## src/ser_regs.svh

```systemverilog
// Constants of the status event register bank: bit positions,
// masks of implemented bits, reset values and error code ranges.
// Definitions only; included by the package and every module except the host model.
`ifndef SER_REGS_SVH
`define SER_REGS_SVH

// ----------------------------------------------------------------
// Event status bit positions
// ----------------------------------------------------------------
`define SER_ESR_OPC 0
`define SER_ESR_QYE 2
`define SER_ESR_DDE 3
`define SER_ESR_EXE 4
`define SER_ESR_CME 5
`define SER_ESR_PON 7
`define SER_ESR_USED 8'hBD
`define SER_ESR_RST 8'h80
`define SER_ESE_RST 8'h00

// ----------------------------------------------------------------
// Operation and questionable registers
// ----------------------------------------------------------------
`define SER_OPER_USED 16'h0000
`define SER_QUES_USED 16'h0228
`define SER_QUES_PWR 3
`define SER_QUES_FREQ 5
`define SER_QUES_LIM 9
`define SER_EN_RST 16'h0000

// ----------------------------------------------------------------
// Error code ranges, two's complement, bounds inclusive
// ----------------------------------------------------------------
`define SER_DDE_LO 16'hFE71
`define SER_DDE_HI 16'hFED4
`define SER_EXE_LO 16'hFED4
`define SER_EXE_HI 16'hFF38
`define SER_CME_LO 16'hFF38
`define SER_CME_HI 16'hFF9C

// Width of the outstanding command counter
`define SER_OPC_CNT_W 8

`endif

```

## src/ser_pkg.sv

```systemverilog
// Types shared by the status event register bank.
// Needs ser_regs.svh on the include path.
`include "ser_regs.svh"

package ser_pkg;

	typedef enum logic [3:0] {
		SER_CMD_NONE = 4'h0,
		SER_CMD_RD_ESR = 4'h1,
		SER_CMD_WR_ESE = 4'h2,
		SER_CMD_RD_ESE = 4'h3,
		SER_CMD_RD_OPER_COND = 4'h4,
		SER_CMD_RD_OPER_EVT = 4'h5,
		SER_CMD_WR_OPER_EN = 4'h6,
		SER_CMD_RD_OPER_EN = 4'h7,
		SER_CMD_RD_QUES_COND = 4'h8,
		SER_CMD_RD_QUES_EVT = 4'h9,
		SER_CMD_WR_QUES_EN = 4'hA,
		SER_CMD_RD_QUES_EN = 4'hB,
		SER_CMD_CLEAR = 4'hC
	} ser_cmd_code_t;

	typedef struct packed {
		logic valid;
		ser_cmd_code_t code;
		logic [15:0] data;
	} ser_cmd_t;

	typedef struct packed {
		logic valid;
		logic [15:0] data;
	} ser_rsp_t;

	typedef struct packed {
		logic valid;
		logic [15:0] code;
	} ser_log_t;

	typedef struct packed {
		logic read_no_query;
		logic unread_then_cmd;
		logic dev_err;
		logic exec_err;
		logic cmd_err;
	} ser_err_evt_t;

	typedef struct packed {
		logic pwr;
		logic freq;
		logic limit;
	} ser_ques_in_t;

	typedef struct packed {
		logic oper;
		logic esb;
		logic ques;
	} ser_sum_t;

	typedef struct packed {
		logic [15:0] cond;
		logic [15:0] evt;
		logic [15:0] en;
	} ser_ce_st_t;

	typedef enum logic [1:0] {
		SER_OPC_IDLE = 2'b01,
		SER_OPC_ARMED = 2'b10
	} ser_opc_fsm_t;

	typedef struct packed {
		ser_opc_fsm_t fsm;
		logic [`SER_OPC_CNT_W-1:0] outstanding;
		logic [`SER_OPC_CNT_W-1:0] ahead;
		logic done;
	} ser_opc_st_t;

	typedef struct packed {
		logic [7:0] event_status;
		logic [7:0] event_status_enable;
		ser_rsp_t rsp;
		ser_log_t log;
		ser_sum_t sum;
	} ser_main_st_t;

endpackage

```

## src/ser_cond_event.sv

```systemverilog
// One status register with condition, event and enable parts.
// Conditions are live levels from the same clock domain.
`timescale 1ns/100ps
`include "ser_regs.svh"

module ser_cond_event
	import ser_pkg::*;
#(
	parameter logic [15:0] USED = 16'h0000
) (
	input wire logic i_ref_clk,
	input wire logic i_rstn,
	input wire logic i_ce,
	input wire logic [15:0] i_cond,
	input wire logic i_rd_clr,
	input wire logic i_en_wr,
	input wire logic [15:0] i_en_data,
	output logic [15:0] o_cond,
	output logic [15:0] o_evt,
	output logic [15:0] o_en,
	output logic o_sum
);
	ser_ce_st_t st_r;
	ser_ce_st_t st_nxt;
	logic [15:0] rise;

	always_comb begin
		st_nxt = st_r;
		rise = i_cond & ~st_r.cond & USED;
		st_nxt.cond = i_cond & USED;
		// Rising condition lands even in the cycle the event is read
		st_nxt.evt = (i_rd_clr ? 16'h0000 : st_r.evt) | rise;
		if (i_en_wr) begin
			st_nxt.en = i_en_data & USED;
		end
	end

	always_ff @(posedge i_ref_clk) begin
		if (!i_rstn) begin
			st_r <= '{cond: 16'h0000, evt: 16'h0000, en: `SER_EN_RST};
		end else if (i_ce) begin
			st_r <= st_nxt;
		end
	end

	assign o_cond = st_r.cond;
	assign o_evt = st_r.evt;
	assign o_en = st_r.en;
	assign o_sum = |(st_r.evt & st_r.en);

endmodule

```

## src/ser_opc_tracker.sv

```systemverilog
// Operation complete tracker: counts commands still executing and
// fires once every command received before the request is done.
// Start and done strobes come from the same clock domain.
`timescale 1ns/100ps
`include "ser_regs.svh"

module ser_opc_tracker
	import ser_pkg::*;
(
	input wire logic i_ref_clk,
	input wire logic i_rstn,
	input wire logic i_ce,
	input wire logic i_opc_cmd,
	input wire logic i_exec_start,
	input wire logic i_exec_done,
	output logic o_opc_pulse
);
	localparam int CW = `SER_OPC_CNT_W;

	ser_opc_st_t st_r;
	ser_opc_st_t st_nxt;
	logic dn;
	logic [CW-1:0] left;
	logic [CW-1:0] ahead_n;
	logic watch;

	always_comb begin
		st_nxt = st_r;
		// A stray done with nothing running is ignored, not wrapped
		dn = i_exec_done && (st_r.outstanding != '0);
		left = st_r.outstanding - {{(CW-1){1'b0}}, dn};
		st_nxt.outstanding = left + {{(CW-1){1'b0}}, i_exec_start};
		ahead_n = left;
		watch = i_opc_cmd;
		case (st_r.fsm)
			SER_OPC_IDLE: begin
				ahead_n = left;
			end
			SER_OPC_ARMED: begin
				// A newer request covers everything the older one did
				ahead_n = i_opc_cmd ? left : st_r.ahead - {{(CW-1){1'b0}}, dn};
				watch = 1'b1;
			end
			default: begin
				watch = 1'b0;
			end
		endcase
		st_nxt.done = watch && (ahead_n == '0);
		st_nxt.ahead = ahead_n;
		st_nxt.fsm = (watch && ahead_n != '0) ? SER_OPC_ARMED : SER_OPC_IDLE;
	end

	always_ff @(posedge i_ref_clk) begin
		if (!i_rstn) begin
			st_r <= '{fsm: SER_OPC_IDLE, outstanding: '0, ahead: '0, done: 1'b0};
		end else if (i_ce) begin
			st_r <= st_nxt;
		end
	end

	assign o_opc_pulse = st_r.done;

endmodule

```

## src/ser_status_regs.sv

```systemverilog
// Status event register bank: event status and its enable,
// operation and questionable registers, status byte summaries.
// Commands arrive already parsed on the same clock; event strobes
// and condition levels come from logic on that clock.
`timescale 1ns/100ps
`include "ser_regs.svh"

module ser_status_regs
	import ser_pkg::*;
(
	input wire logic i_ref_clk,
	input wire logic i_rstn,
	input wire logic i_ce,
	input wire ser_cmd_t i_cmd,
	input wire logic i_opc_cmd,
	input wire logic i_exec_start,
	input wire logic i_exec_done,
	input wire ser_err_evt_t i_err_evt,
	input wire logic [15:0] i_dev_code,
	input wire logic [15:0] i_exec_code,
	input wire logic [15:0] i_cmd_err_code,
	input wire logic [15:0] i_oper_cond,
	input wire ser_ques_in_t i_ques,
	output ser_rsp_t o_rsp,
	output ser_log_t o_err_log,
	output ser_sum_t o_stb_sum
);

	// ----------------------------------------------------------------
	// Decoding helpers
	// ----------------------------------------------------------------
	function automatic logic cmd_hit(input ser_cmd_t c, input ser_cmd_code_t k);
		cmd_hit = c.valid && (c.code == k);
	endfunction

	function automatic logic is_query(input ser_cmd_code_t k);
		case (k)
			SER_CMD_RD_ESR, SER_CMD_RD_ESE,
			SER_CMD_RD_OPER_COND, SER_CMD_RD_OPER_EVT, SER_CMD_RD_OPER_EN,
			SER_CMD_RD_QUES_COND, SER_CMD_RD_QUES_EVT, SER_CMD_RD_QUES_EN: begin
				is_query = 1'b1;
			end
			default: begin
				is_query = 1'b0;
			end
		endcase
	endfunction

	// Out of range codes fall back to the class's generic code
	function automatic logic [15:0] fix_code(
		input logic [15:0] code,
		input logic [15:0] lo,
		input logic [15:0] hi,
		input logic pos_ok
	);
		logic in_rng;
		logic pos;
		in_rng = ($signed(code) >= $signed(lo)) && ($signed(code) <= $signed(hi));
		pos = pos_ok && ($signed(code) > $signed(16'h0000));
		fix_code = (in_rng || pos) ? code : hi;
	endfunction

	// ----------------------------------------------------------------
	// State and submodule wiring
	// ----------------------------------------------------------------
	ser_main_st_t st_r;
	ser_main_st_t st_nxt;
	logic opc_pulse;
	logic [7:0] esr_set;
	logic [7:0] esr_base;
	logic [15:0] rd_data;
	logic [15:0] ques_cond_in;
	logic [15:0] oper_cond;
	logic [15:0] oper_evt;
	logic [15:0] oper_en;
	logic oper_sum;
	logic [15:0] ques_cond;
	logic [15:0] ques_evt;
	logic [15:0] ques_en;
	logic ques_sum;
	logic clr_all;

	assign clr_all = cmd_hit(i_cmd, SER_CMD_CLEAR);

	ser_opc_tracker u_opc (
		.i_ref_clk(i_ref_clk),
		.i_rstn(i_rstn),
		.i_ce(i_ce),
		.i_opc_cmd(i_opc_cmd),
		.i_exec_start(i_exec_start),
		.i_exec_done(i_exec_done),
		.o_opc_pulse(opc_pulse)
	);

	// Every operation bit is unused, so this part stays at zero
	ser_cond_event #(.USED(`SER_OPER_USED)) u_oper (
		.i_ref_clk(i_ref_clk),
		.i_rstn(i_rstn),
		.i_ce(i_ce),
		.i_cond(i_oper_cond),
		.i_rd_clr(cmd_hit(i_cmd, SER_CMD_RD_OPER_EVT) || clr_all),
		.i_en_wr(cmd_hit(i_cmd, SER_CMD_WR_OPER_EN)),
		.i_en_data(i_cmd.data),
		.o_cond(oper_cond),
		.o_evt(oper_evt),
		.o_en(oper_en),
		.o_sum(oper_sum)
	);

	always_comb begin
		ques_cond_in = 16'h0000;
		ques_cond_in[`SER_QUES_PWR] = i_ques.pwr;
		ques_cond_in[`SER_QUES_FREQ] = i_ques.freq;
		ques_cond_in[`SER_QUES_LIM] = i_ques.limit;
	end

	ser_cond_event #(.USED(`SER_QUES_USED)) u_ques (
		.i_ref_clk(i_ref_clk),
		.i_rstn(i_rstn),
		.i_ce(i_ce),
		.i_cond(ques_cond_in),
		.i_rd_clr(cmd_hit(i_cmd, SER_CMD_RD_QUES_EVT) || clr_all),
		.i_en_wr(cmd_hit(i_cmd, SER_CMD_WR_QUES_EN)),
		.i_en_data(i_cmd.data),
		.o_cond(ques_cond),
		.o_evt(ques_evt),
		.o_en(ques_en),
		.o_sum(ques_sum)
	);

	// ----------------------------------------------------------------
	// Query data
	// ----------------------------------------------------------------
	always_comb begin
		case (i_cmd.code)
			SER_CMD_RD_ESR: rd_data = {8'h00, st_r.event_status};
			SER_CMD_RD_ESE: rd_data = {8'h00, st_r.event_status_enable};
			SER_CMD_RD_OPER_COND: rd_data = oper_cond;
			SER_CMD_RD_OPER_EVT: rd_data = oper_evt;
			SER_CMD_RD_OPER_EN: rd_data = oper_en;
			SER_CMD_RD_QUES_COND: rd_data = ques_cond;
			SER_CMD_RD_QUES_EVT: rd_data = ques_evt;
			SER_CMD_RD_QUES_EN: rd_data = ques_en;
			default: rd_data = 16'h0000;
		endcase
	end

	// ----------------------------------------------------------------
	// Event status, enable, error log and summaries
	// ----------------------------------------------------------------
	always_comb begin
		st_nxt = st_r;
		esr_set = 8'h00;
		esr_set[`SER_ESR_OPC] = opc_pulse;
		esr_set[`SER_ESR_QYE] = i_err_evt.read_no_query | i_err_evt.unread_then_cmd;
		esr_set[`SER_ESR_DDE] = i_err_evt.dev_err;
		esr_set[`SER_ESR_EXE] = i_err_evt.exec_err;
		esr_set[`SER_ESR_CME] = i_err_evt.cmd_err;
		// Reply carries the old value; new events survive the clear
		esr_base = (cmd_hit(i_cmd, SER_CMD_RD_ESR) || clr_all) ? 8'h00 : st_r.event_status;
		st_nxt.event_status = (esr_base | esr_set) & `SER_ESR_USED;
		if (cmd_hit(i_cmd, SER_CMD_WR_ESE)) begin
			st_nxt.event_status_enable = i_cmd.data[7:0] & `SER_ESR_USED;
		end
		st_nxt.rsp.valid = i_cmd.valid && is_query(i_cmd.code);
		st_nxt.rsp.data = st_nxt.rsp.valid ? rd_data : st_r.rsp.data;
		// One log entry per cycle; a lower class in the same cycle is dropped
		st_nxt.log.valid = i_err_evt.cmd_err || i_err_evt.exec_err || i_err_evt.dev_err;
		if (i_err_evt.cmd_err) begin
			st_nxt.log.code = fix_code(i_cmd_err_code, `SER_CME_LO, `SER_CME_HI, 1'b0);
		end else if (i_err_evt.exec_err) begin
			st_nxt.log.code = fix_code(i_exec_code, `SER_EXE_LO, `SER_EXE_HI, 1'b0);
		end else if (i_err_evt.dev_err) begin
			st_nxt.log.code = fix_code(i_dev_code, `SER_DDE_LO, `SER_DDE_HI, 1'b1);
		end
		st_nxt.sum.esb = |(st_nxt.event_status & st_nxt.event_status_enable);
		st_nxt.sum.ques = ques_sum;
		st_nxt.sum.oper = oper_sum;
	end

	always_ff @(posedge i_ref_clk) begin
		if (!i_rstn) begin
			st_r <= '{
				event_status: `SER_ESR_RST,
				event_status_enable: `SER_ESE_RST,
				rsp: '{valid: 1'b0, data: 16'h0000},
				log: '{valid: 1'b0, code: 16'h0000},
				sum: '{oper: 1'b0, esb: 1'b0, ques: 1'b0}
			};
		end else if (i_ce) begin
			st_r <= st_nxt;
		end
	end

	assign o_rsp = st_r.rsp;
	assign o_err_log = st_r.log;
	assign o_stb_sum = st_r.sum;
endmodule

```

## config.mk

```make
export PLATFORM = sky130hd
export DESIGN_NAME = ser_status_regs
export DESIGN_NICKNAME = d
export VERILOG_FILES = /design/src/ser_pkg.sv /design/src/ser_cond_event.sv /design/src/ser_opc_tracker.sv /design/src/ser_status_regs.sv
export VERILOG_INCLUDE_DIRS = /design/src /design/src/src
export SDC_FILE = /design/constraint.sdc
export NUM_CORES = 1
export LEC_CHECK = 0
export ABC_CLOCK_PERIOD_IN_PS = 4110
export BUFFER_PORTS_ARGS = -buffer_cell sky130_fd_sc_hd__buf_2
export CORE_MARGIN = 8
export CORE_UTILIZATION = 35
export CTS_BUF_LIST = sky130_fd_sc_hd__clkbuf_8
export CTS_CLUSTER_SIZE = 25
export DETAILED_ROUTE_END_ITERATION = 16
export SYNTH_ARGS = -nofsm -noshare
export SYNTH_HDL_FRONTEND = slang
export SYNTH_HIERARCHICAL = 1
export SYNTH_SLANG_ARGS = --single-unit
```

## constraint.sdc

```tcl
create_clock -name i_ref_clk -period 4.11 [get_ports i_ref_clk]
set_input_delay 0.822 -clock i_ref_clk [delete_from_list [all_inputs] [get_ports i_ref_clk]]
set_output_delay 0.822 -clock i_ref_clk [all_outputs]
set_load 0.01 [all_outputs]
```

==> flow_summary_export.csv, run 1 <==
group,metric,value,unit
power_and_ir_drop,p_leak,0.00264,uW
final_layout,syn2layout_area_growth,4.07,%
final_layout,n_fill_cell,1757,
critical_path,cp.arrival,3.77,ns
drt,drc,0,
clock_tree,htree_levels,3,
sta,fin_tns_setup,0,ns
clock_tree,cts_tree,"yes",
drt,drtIter0Drc,451,
critical_path,timing.rr.start,"u_opc/st_r[12]",
die,io_pins,136,
drt,antenna_left,0,
clock_tree,cts.path.max_buffers,2,
worst_hold_path,hold_start,"u_ques/o_evt[3]",
critical_path,path_class,"reg2reg",
place,dpl_cell_area,6020,sq um
final_layout,finish.utilization,37.3,%
logic_synthesis,ys.warnings.count,6,
grt,globalRoute.totalOverflow,0,
grt,grt_antenna_before_repair,1,
grt,first_global_vias,4648,
worst_hold_path,hold_class,"reg2reg",
critical_path,start_kind,"register",
power_and_ir_drop,ir_worst_vdd,313,uV
status,outcome,"finished clean",
critical_path,worstPathRequired,4.38,ns
die,fp-row-count,47,
clock_tree,ctsRootBufferMaster,"clkbuf_8",
die,die_h,146,um
final_layout,most-common-layout-cells,"buf_2, conb_1, dfxtp_1",
sta,fin_ws,0.605,ns
clock_tree,postCtsHoldBufs,0,
logic_synthesis,synth_cells,720,
sta,min_period,3.51,ns
clock_tree,clk_latency,0.37,ns
die,fp.coreArea,16600,sq um
die,start_util,35.8,%
grt,grtUsageTotal,13.9,%
place,dpl.hpwl,11100,um
grt,grt_pass1_wl,24400,um
logic_synthesis,syn_area,5960,sq um
place,preCtsSetupSlack,0.693,ns
final_layout,nets,873,
sta,drv_slew,0,
clock_tree,cts_buffers,9,
final_layout,stdcell_area,6200,sq um
drt,dr.pass1.iters,7,
sta,max_freq,285,MHz
logic_synthesis,syn-mean-instance-area,8.28,sq um
sta,setup_viol,0,
power_and_ir_drop,power.density,457,nW/um^2
final_layout,drive_gt1_share,21.8,%
die,die_w,146,um
clock_tree,cts_resized,0,
grt,grt_max_degree,47,
sta,hold_violations,0,
critical_path,critPathCaptureType,"register",
critical_path,crit_fanout,10,
drt,finalWirelength,15000,um
flow_run,maxCapViolCount,0,
sta,tightest_slew,1.12,ns
sta,period_share,85.3,%
clock_tree,cts_setup_buffers,0,
sta,slew-limit-headroom,25.1,%
drt,vias_per_cell,5.03,
place,gp_congestion,0.840,
final_layout,layout_commonest_cell,"buf_2",
die,die-area,21500,sq um
drt,routed-via-count,4982,
drt,wl_per_cell,15.2,um
place,io_buffers,110,
clock_tree,cts.sinks,77,
critical_path,critPathLaunch,"u_opc/st_r[12]",
sta,skew,0.00645,ns
clock_tree,clk_pin_slew,0.08,ns
sta,rsz0062_at_grt,"false",
through the flow:
stage | hold slack, ns | power [uW] | instances
after floorplan | 0.435 | 2100 | 806
after global placement | 0.463 | 2290 | 974
after detailed placement | 0.469 | 2290 | 974
after CTS | 0.481 | 2860 | 990
after global routing | 0.510 | 3090 | 990
final | 0.483 | 2830 | 991
flip-flops by register name, indices dropped and copies added (netlist names):
signal,count
u_ques/o_en,3
u_ques/o_cond,3
u_opc/o_opc_pulse,1
o_rsp,17
u_ques/o_evt,3
st_r,12
o_stb_sum,3
u_opc/st_r,18
o_err_log,17
area by class of cell:
type,instances,area [sq um],area share [%]
Timing Repair Buffer,116,596,9.60
Sequential cell,77,1540,24.9
Inverter,19,71.3,1.15
Clock buffer,11,151,2.44
Multi-Input combinational cell,542,3540,57.0
Antenna cell,1,2.50,0.0404
Clock inverter,5,26.3,0.424
Tap cell,220,275,4.44
power breakdown:
part           internal, uW  switching [uW]  total, uW  leakage (uW)
Combinational           580             724       1300       0.00192
Sequential              853             132        985      0.000632
Clock                   247             298        545     0.0000963
final timing paths:
| path | end | slack (ns) | cells past startpoint |
|---|---|---|---|
| worst max-delay path | u_opc/st_r[18] | 0.60 | 11 |
| worst min-delay path | u_ques/o_evt[3] | 0.48 | 2 |
| worst max register to register | u_opc/st_r[18] | 0.60 | 11 |
| worst min register to register | u_ques/o_evt[3] | 0.48 | 2 |
critical path, cell delays in order, from the launching register on:
cell and delay [ns]:
dfxtp_1 0.44, nor4_2 0.46, nand2_1 0.11, o31a_1 0.30, ha_1 0.27, ha_1 0.28
nor2b_1 0.20, or3_1 0.41, a22o_1 0.26, nor3_1 0.32, nand3_1 0.15, and3_1 0.19
layer usage:
metal / vias to the layer above / global-route usage, % / share of wire (%)
met5: - / 0 / 0.053
met4: 2 / 3.76 / 1.3
met3: 15 / 4.60 / 5.4
met2: 114 / 21.1 / 45
met1: 2315 / 18.3 / 48
li1: 2536 / - / -
Power figures use the tool's default switching activity.
==> inputs of run 2 (changes only) <==
- PLACE_DENSITY: not set -> 0.58
==> run 2 against run 1 <==
  * Clock-buffer cell count is 2 lower
  * Critical path depth stayed put
  * Sequential cell count stayed put
  * First-iteration DRC count fell by 36%
  * Worst hold slack better by 0.0032 ns
  * Register-to-register slack better by 0.13 ns
  * Maximum frequency rose by 4.0%
  * Die area did not move
  * Largest cell class unchanged
  * Largest power group unchanged
==> flow_summary_export.csv, run 2 (synthesis gave the netlist of run 1 again) <==
group,metric,value,unit
clock_tree,ctsRootBufferMaster,"clkbuf_8",
worst_hold_path,min_path_cells,2,
sta,min_period,3.37,ns
critical_path,path_class,"reg2reg",
clock_tree,postCtsHoldBufs,0,
sta,setup_viol,0,
sta,fin_tns_setup,0,ns
die,start_util,35.8,%
clock_tree,cts_setup_buffers,0,
drt,drtIter0Drc,290,
drt,routed-via-count,4948,
place,dpl.hpwl,11000,um
worst_hold_path,hold_start,"u_ques/o_evt[5]",
worst_hold_path,hold_class,"reg2reg",
sta,hold_violations,0,
final_layout,largest_reg_flops,18,
drt,vias_per_cell,4.99,
critical_path,crit_slowest_cell,"nor4_2",
drt,drc,0,
sta,drv_slew,0,
drt,antenna_left,0,
clock_tree,cts_tree,"yes",
final_layout,n_fill_cell,1756,
critical_path,reg2reg_slack,0.74,ns
clock_tree,clk_pin_slew,0.08,ns
final_layout,most-common-layout-cells,"buf_2, conb_1, dfxtp_1",
die,io_pins,136,
grt,grt_pass1_wl,23900,um
final_layout,syn2layout_area_growth,4.68,%
critical_path,timing.rr.start,"u_opc/st_r[11]",
die,fp.coreArea,16600,sq um
critical_path,start_kind,"register",
power_and_ir_drop,design_power_total,2920,uW
sta,tightest_slew,1.10,ns
final_layout,drive_gt1_share,21.9,%
power_and_ir_drop,ir_worst_vdd,290,uV
status,outcome,"finished clean",
sta,skew,0.0104,ns
critical_path,worstPathRequired,4.38,ns
power_and_ir_drop,power.density,469,nW/um^2
drt,wl_per_cell,15.2,um
sta,period_share,82.0,%
critical_path,crit_chain,"nor4_2 -> nand2_1 -> o31a_1 -> ha_1 -> ha_1 -> nor2b_1 -> or3_1 -> a22o_1 -> nor3_1 -> nand3_1 -> and3_1",
clock_tree,cts_buffers,9,
sta,rsz0062_at_grt,"false",
final_layout,layout_commonest_cell,"buf_2",
grt,grt_antenna_before_repair,3,
critical_path,rr_worst_depth,11,
critical_path,slowest_delay,0.47,ns
die,fp-row-count,47,
grt,globalRoute.totalOverflow,0,
die,die_w,146,um
critical_path,crit_fanout,8,
clock_tree,clk_latency,0.37,ns
critical_path,critPathCaptureType,"register",
grt,grt_max_degree,55,
sta,slew-limit-headroom,26.2,%
critical_path,reg2reg_to,"u_opc/st_r[18]",
final_layout,nets,873,
clock_tree,cts_resized,0,
clock_tree,cts.path.max_buffers,2,
place,gp_congestion,0.826,
grt,first_global_vias,4635,
grt,grtUsageTotal,13.6,%
critical_path,cpMostUsedCell,"ha_1",
clock_tree,cts.sinks,77,
die,die_h,146,um
critical_path,cp.arrival,3.64,ns
sta,max_freq,297,MHz
flow_run,maxCapViolCount,0,
drt,finalWirelength,15000,um
place,io_buffers,110,
power_and_ir_drop,p_leak,0.00265,uW
drt,dr.pass1.iters,6,
worst_hold_path,holdPathEnd,"u_ques/o_evt[5]",
die,die-area,21500,sq um
final_layout,largest_register,"u_opc/st_r",
clock_tree,htree_levels,3,
==> run 2: changes by cell type in the layout (fill, tap and decap cells not counted) <==
cell	delta
inv_1	-1
bufinv_16	+2
clkinvlp_4	+1
clkbuf_8	-2
==> run 2: area by class of cell <==
cell class	count	area (sq um)	share of cell area (%)
clock inverters	7	90.1	1.44
clock buffers	9	124	1.99
well taps	220	275	4.41
diodes	1	2.50	0.0401
repair buffers	116	596	9.55
multi-input cells	542	3540	56.7
flip-flops and latches	77	1540	24.7
inverters	19	71.3	1.14
==> run 2: report_power, final <==
part / switching [uW] / internal [uW] / total, uW
clock network: 307 / 339 / 646
logic: 713 / 579 / 1290
registers: 133 / 853 / 985
total: 1150 / 1770 / 2920
==> run 2: worst max-delay path, delay by kind of cell, from the launching register on <==
kind | cells | cell delay, ns
AOI/OAI and AO/OA | 2 | 0.56
DFF | 1 | 0.41
adders and majority gates | 2 | 0.56
and+or+nand+nor | 7 | 1.74
==> run 2: routing by layer <==
layer / track usage [%] / part of all wire, % / vias to the layer above
met4: 4.43 / 1.6 / 6
met3: 4.08 / 4.9 / 21
met1: 17.6 / 47 / 2285
met2: 20.9 / 46 / 99
met5: 0 / 0.23 / -
li1: - / - / 2537
==> run 2: how the worst max path moves through the flow <==
stage	from	end	slack (ns)	cells past startpoint
4_1_cts	u_opc/st_r[12]	u_opc/st_r[18]	0.73	11
5_1_grt	u_opc/st_r[11]	u_opc/st_r[18]	0.54	11
3_3_place_gp	u_opc/st_r[12]	u_opc/st_r[18]	0.79	11
6_report	u_opc/st_r[11]	u_opc/st_r[18]	0.74	11
2_1_floorplan	u_opc/st_r[11]	u_opc/st_r[18]	1.08	12
3_5_place_dp	u_opc/st_r[12]	u_opc/st_r[18]	0.77	11
==> run 2: per-stage QoR <==
| step | util (%) | hold slack [ns] | cells | instance area [sq um] | setup slack [ns] |
|---|---|---|---|---|---|
| floorplan | - | 0.435 | 806 | 6280 | 1.08 |
| global placement | 36.2 | 0.470 | 974 | 6020 | 0.795 |
| detailed placement | 36.2 | 0.473 | 974 | 6020 | 0.766 |
| CTS | 37.5 | 0.484 | 990 | 6230 | 0.732 |
| global route | 37.5 | 0.501 | 990 | 6230 | 0.541 |
| finish | 37.5 | 0.486 | 991 | 6240 | 0.740 |
==> inputs of run 3 (changes only) <==
- ABC_CLOCK_PERIOD_IN_PS: 4110 -> 3120
- clock period: 4.11 -> 3.12 ns (I/O delays scaled with it)
==> run 3 against run 2 <==
  * Clock-buffer cell count rose by 1
  * Worst hold slack got worse by 0.0048 ns
  * Global-route usage grew 0.50 points
  * Utilization increased by 0.97 points
  * Critical path depth unchanged
  * Register-to-register slack worse by 0.44 ns
  * Routed wire length rose by 1.6%
  * Critical endpoint unchanged
  * Highest routed layer unchanged
==> flow_summary_export.csv, run 3 (synthesis gave the netlist of run 1 again) <==
group,metric,value,unit
clock_tree,cts_resized,0,
die,start_util,35.8,%
clock_tree,clk_latency,0.37,ns
power_and_ir_drop,ir_worst_vdd,743,uV
critical_path,start_kind,"register",
place,io_buffers,110,
clock_tree,ctsRootBufferMaster,"clkbuf_8",
final_layout,n_fill_cell,1719,
die,die_w,146,um
drt,wl_met3,796,um
drt,wl_met2,7150,um
clock_tree,postCtsHoldBufs,0,
clock_tree,htree_levels,3,
final_layout,layout_commonest_cell,"buf_2",
final_layout,drive_gt1_share,23.5,%
worst_hold_path,hold_class,"reg2reg",
critical_path,crit_chain,"nor4_2 -> nand2_1 -> o31a_1 -> ha_1 -> ha_1 -> nor2b_1 -> or3_1 -> a22o_1 -> nor3_2 -> nand3_1 -> and3_1",
drt,routed-via-count,5010,
sta,tightest_slew,1.08,ns
power_and_ir_drop,design_power_total,4150,uW
drt,drtIter0Drc,417,
clock_tree,cts.path.max_buffers,2,
die,die-area,21500,sq um
sta,rsz0062_at_grt,"false",
die,io_pins,136,
critical_path,worstPathRequired,3.39,ns
grt,grt_pass1_wl,24700,um
sta,hold_violations,0,
grt,first_global_vias,4735,
sta,period_share,90.4,%
die,fp.coreArea,16600,sq um
critical_path,slowest_delay,0.39,ns
final_layout,most-common-layout-cells,"buf_2, conb_1, dfxtp_1",
place,dpl.hpwl,11200,um
grt,grt_antenna_before_repair,3,
final_layout,syn2layout_area_growth,7.39,%
sta,slew-limit-headroom,27.5,%
final_layout,multiInputGateArea,3540,sq um
critical_path,path_class,"reg2reg",
die,fp-row-count,47,
grt,globalRoute.totalOverflow,0,
power_and_ir_drop,p_leak,0.00274,uW
sta,drv_slew,0,
final_layout,largest_register,"u_opc/st_r",
critical_path,crit_slowest_cell,"or3_1",
critical_path,critPathCaptureType,"register",
sta,whs,0.481,ns
drt,antenna_left,0,
sta,max_freq,355,MHz
flow_run,maxCapViolCount,0,
final_layout,nets,887,
sta,min_period,2.82,ns
clock_tree,cts_tree,"yes",
final_layout,finish.utilization,38.4,%
critical_path,cpMostUsedCell,"ha_1",
critical_path,cp.arrival,3.09,ns
status,outcome,"finished clean",
grt,grtUsageTotal,14.1,%
die,die_h,146,um
place,gp_congestion,0.839,
drt,dr.pass1.iters,5,
sta,skew,0.00847,ns
sta,fin_tns_setup,0,ns
drt,finalWirelength,15300,um
drt,vias_per_cell,4.98,
sta,setup_viol,0,
clock_tree,cts.sinks,77,
power_and_ir_drop,power.density,649,nW/um^2
drt,drc,0,
clock_tree,cts_buffers,9,
drt,wirelength_met1,7110,um
grt,grt_max_degree,56,
final_layout,largest_reg_flops,18,
clock_tree,cts_setup_buffers,0,
clock_tree,clk_pin_slew,0.09,ns
drt,top_layer,"met5",
critical_path,crit_fanout,5,
final_layout,regArea,1540,sq um
drt,wl_per_cell,15.2,um
==> run 3: cell types whose count changed in the layout (fill, tap and decap cells not counted) <==
cell	change
nor3_2	+1
diode_2	+2
nor3_1	-1
clkbuf_8	+1
buf_4	+13
clkinv_2	-2
bufinv_16	+1
buf_12	+1
==> run 3: metal layers <==
| layer | global-route usage, % | vias up |
|---|---|---|
| met3 | 4.73 | 15 |
| met2 | 21.6 | 121 |
| met5 | 0 | - |
| li1 | - | 2568 |
| met1 | 18.0 | 2304 |
| met4 | 4.74 | 2 |
==> run 3: report_power, final <==
group / switching, uW / leakage (uW) / internal [uW]
logic: 1040 / 0.00199 / 902
clock network: 399 / 0.000119 / 552
registers: 135 / 0.000632 / 1120
==> run 3: final timing paths <==
kind / endpoint / slack, ns / from / cells after the start
max: u_opc/st_r[18] / 0.30 / u_opc/st_r[10] / 11
min: st_r[47] / 0.48 / st_r[47] / 2
max reg2reg: u_opc/st_r[18] / 0.30 / u_opc/st_r[10] / 11
min reg2reg: st_r[47] / 0.48 / st_r[47] / 2
==> run 3: critical path, delay by kind of cell (launching register included) <==
family	cells	cell delay (ns)
AOI/OAI and AO/OA	2	0.52
DFF	1	0.35
and+or+nand+nor	7	1.44
adders and majority gates	2	0.39
==> run 3: per-stage QoR <==
stage,area [sq um],instances,worst slack [ns]
5_1_grt,6400,1006,0.0913
3_3_place_gp,6140,988,0.242
6_report,6400,1007,0.301
3_5_place_dp,6140,988,0.232
2_1_floorplan,6280,806,0.0940
4_1_cts,6390,1004,0.202
==> run 3: area by class of cell <==
class	instances	area share, %
multi-input cells	542	55.4
flip-flops and latches	77	24.1
repair buffers	130	11.1
well taps	220	4.30
clock buffers	10	2.15
clock inverters	6	1.72
inverters	19	1.11
diodes	3	0.117
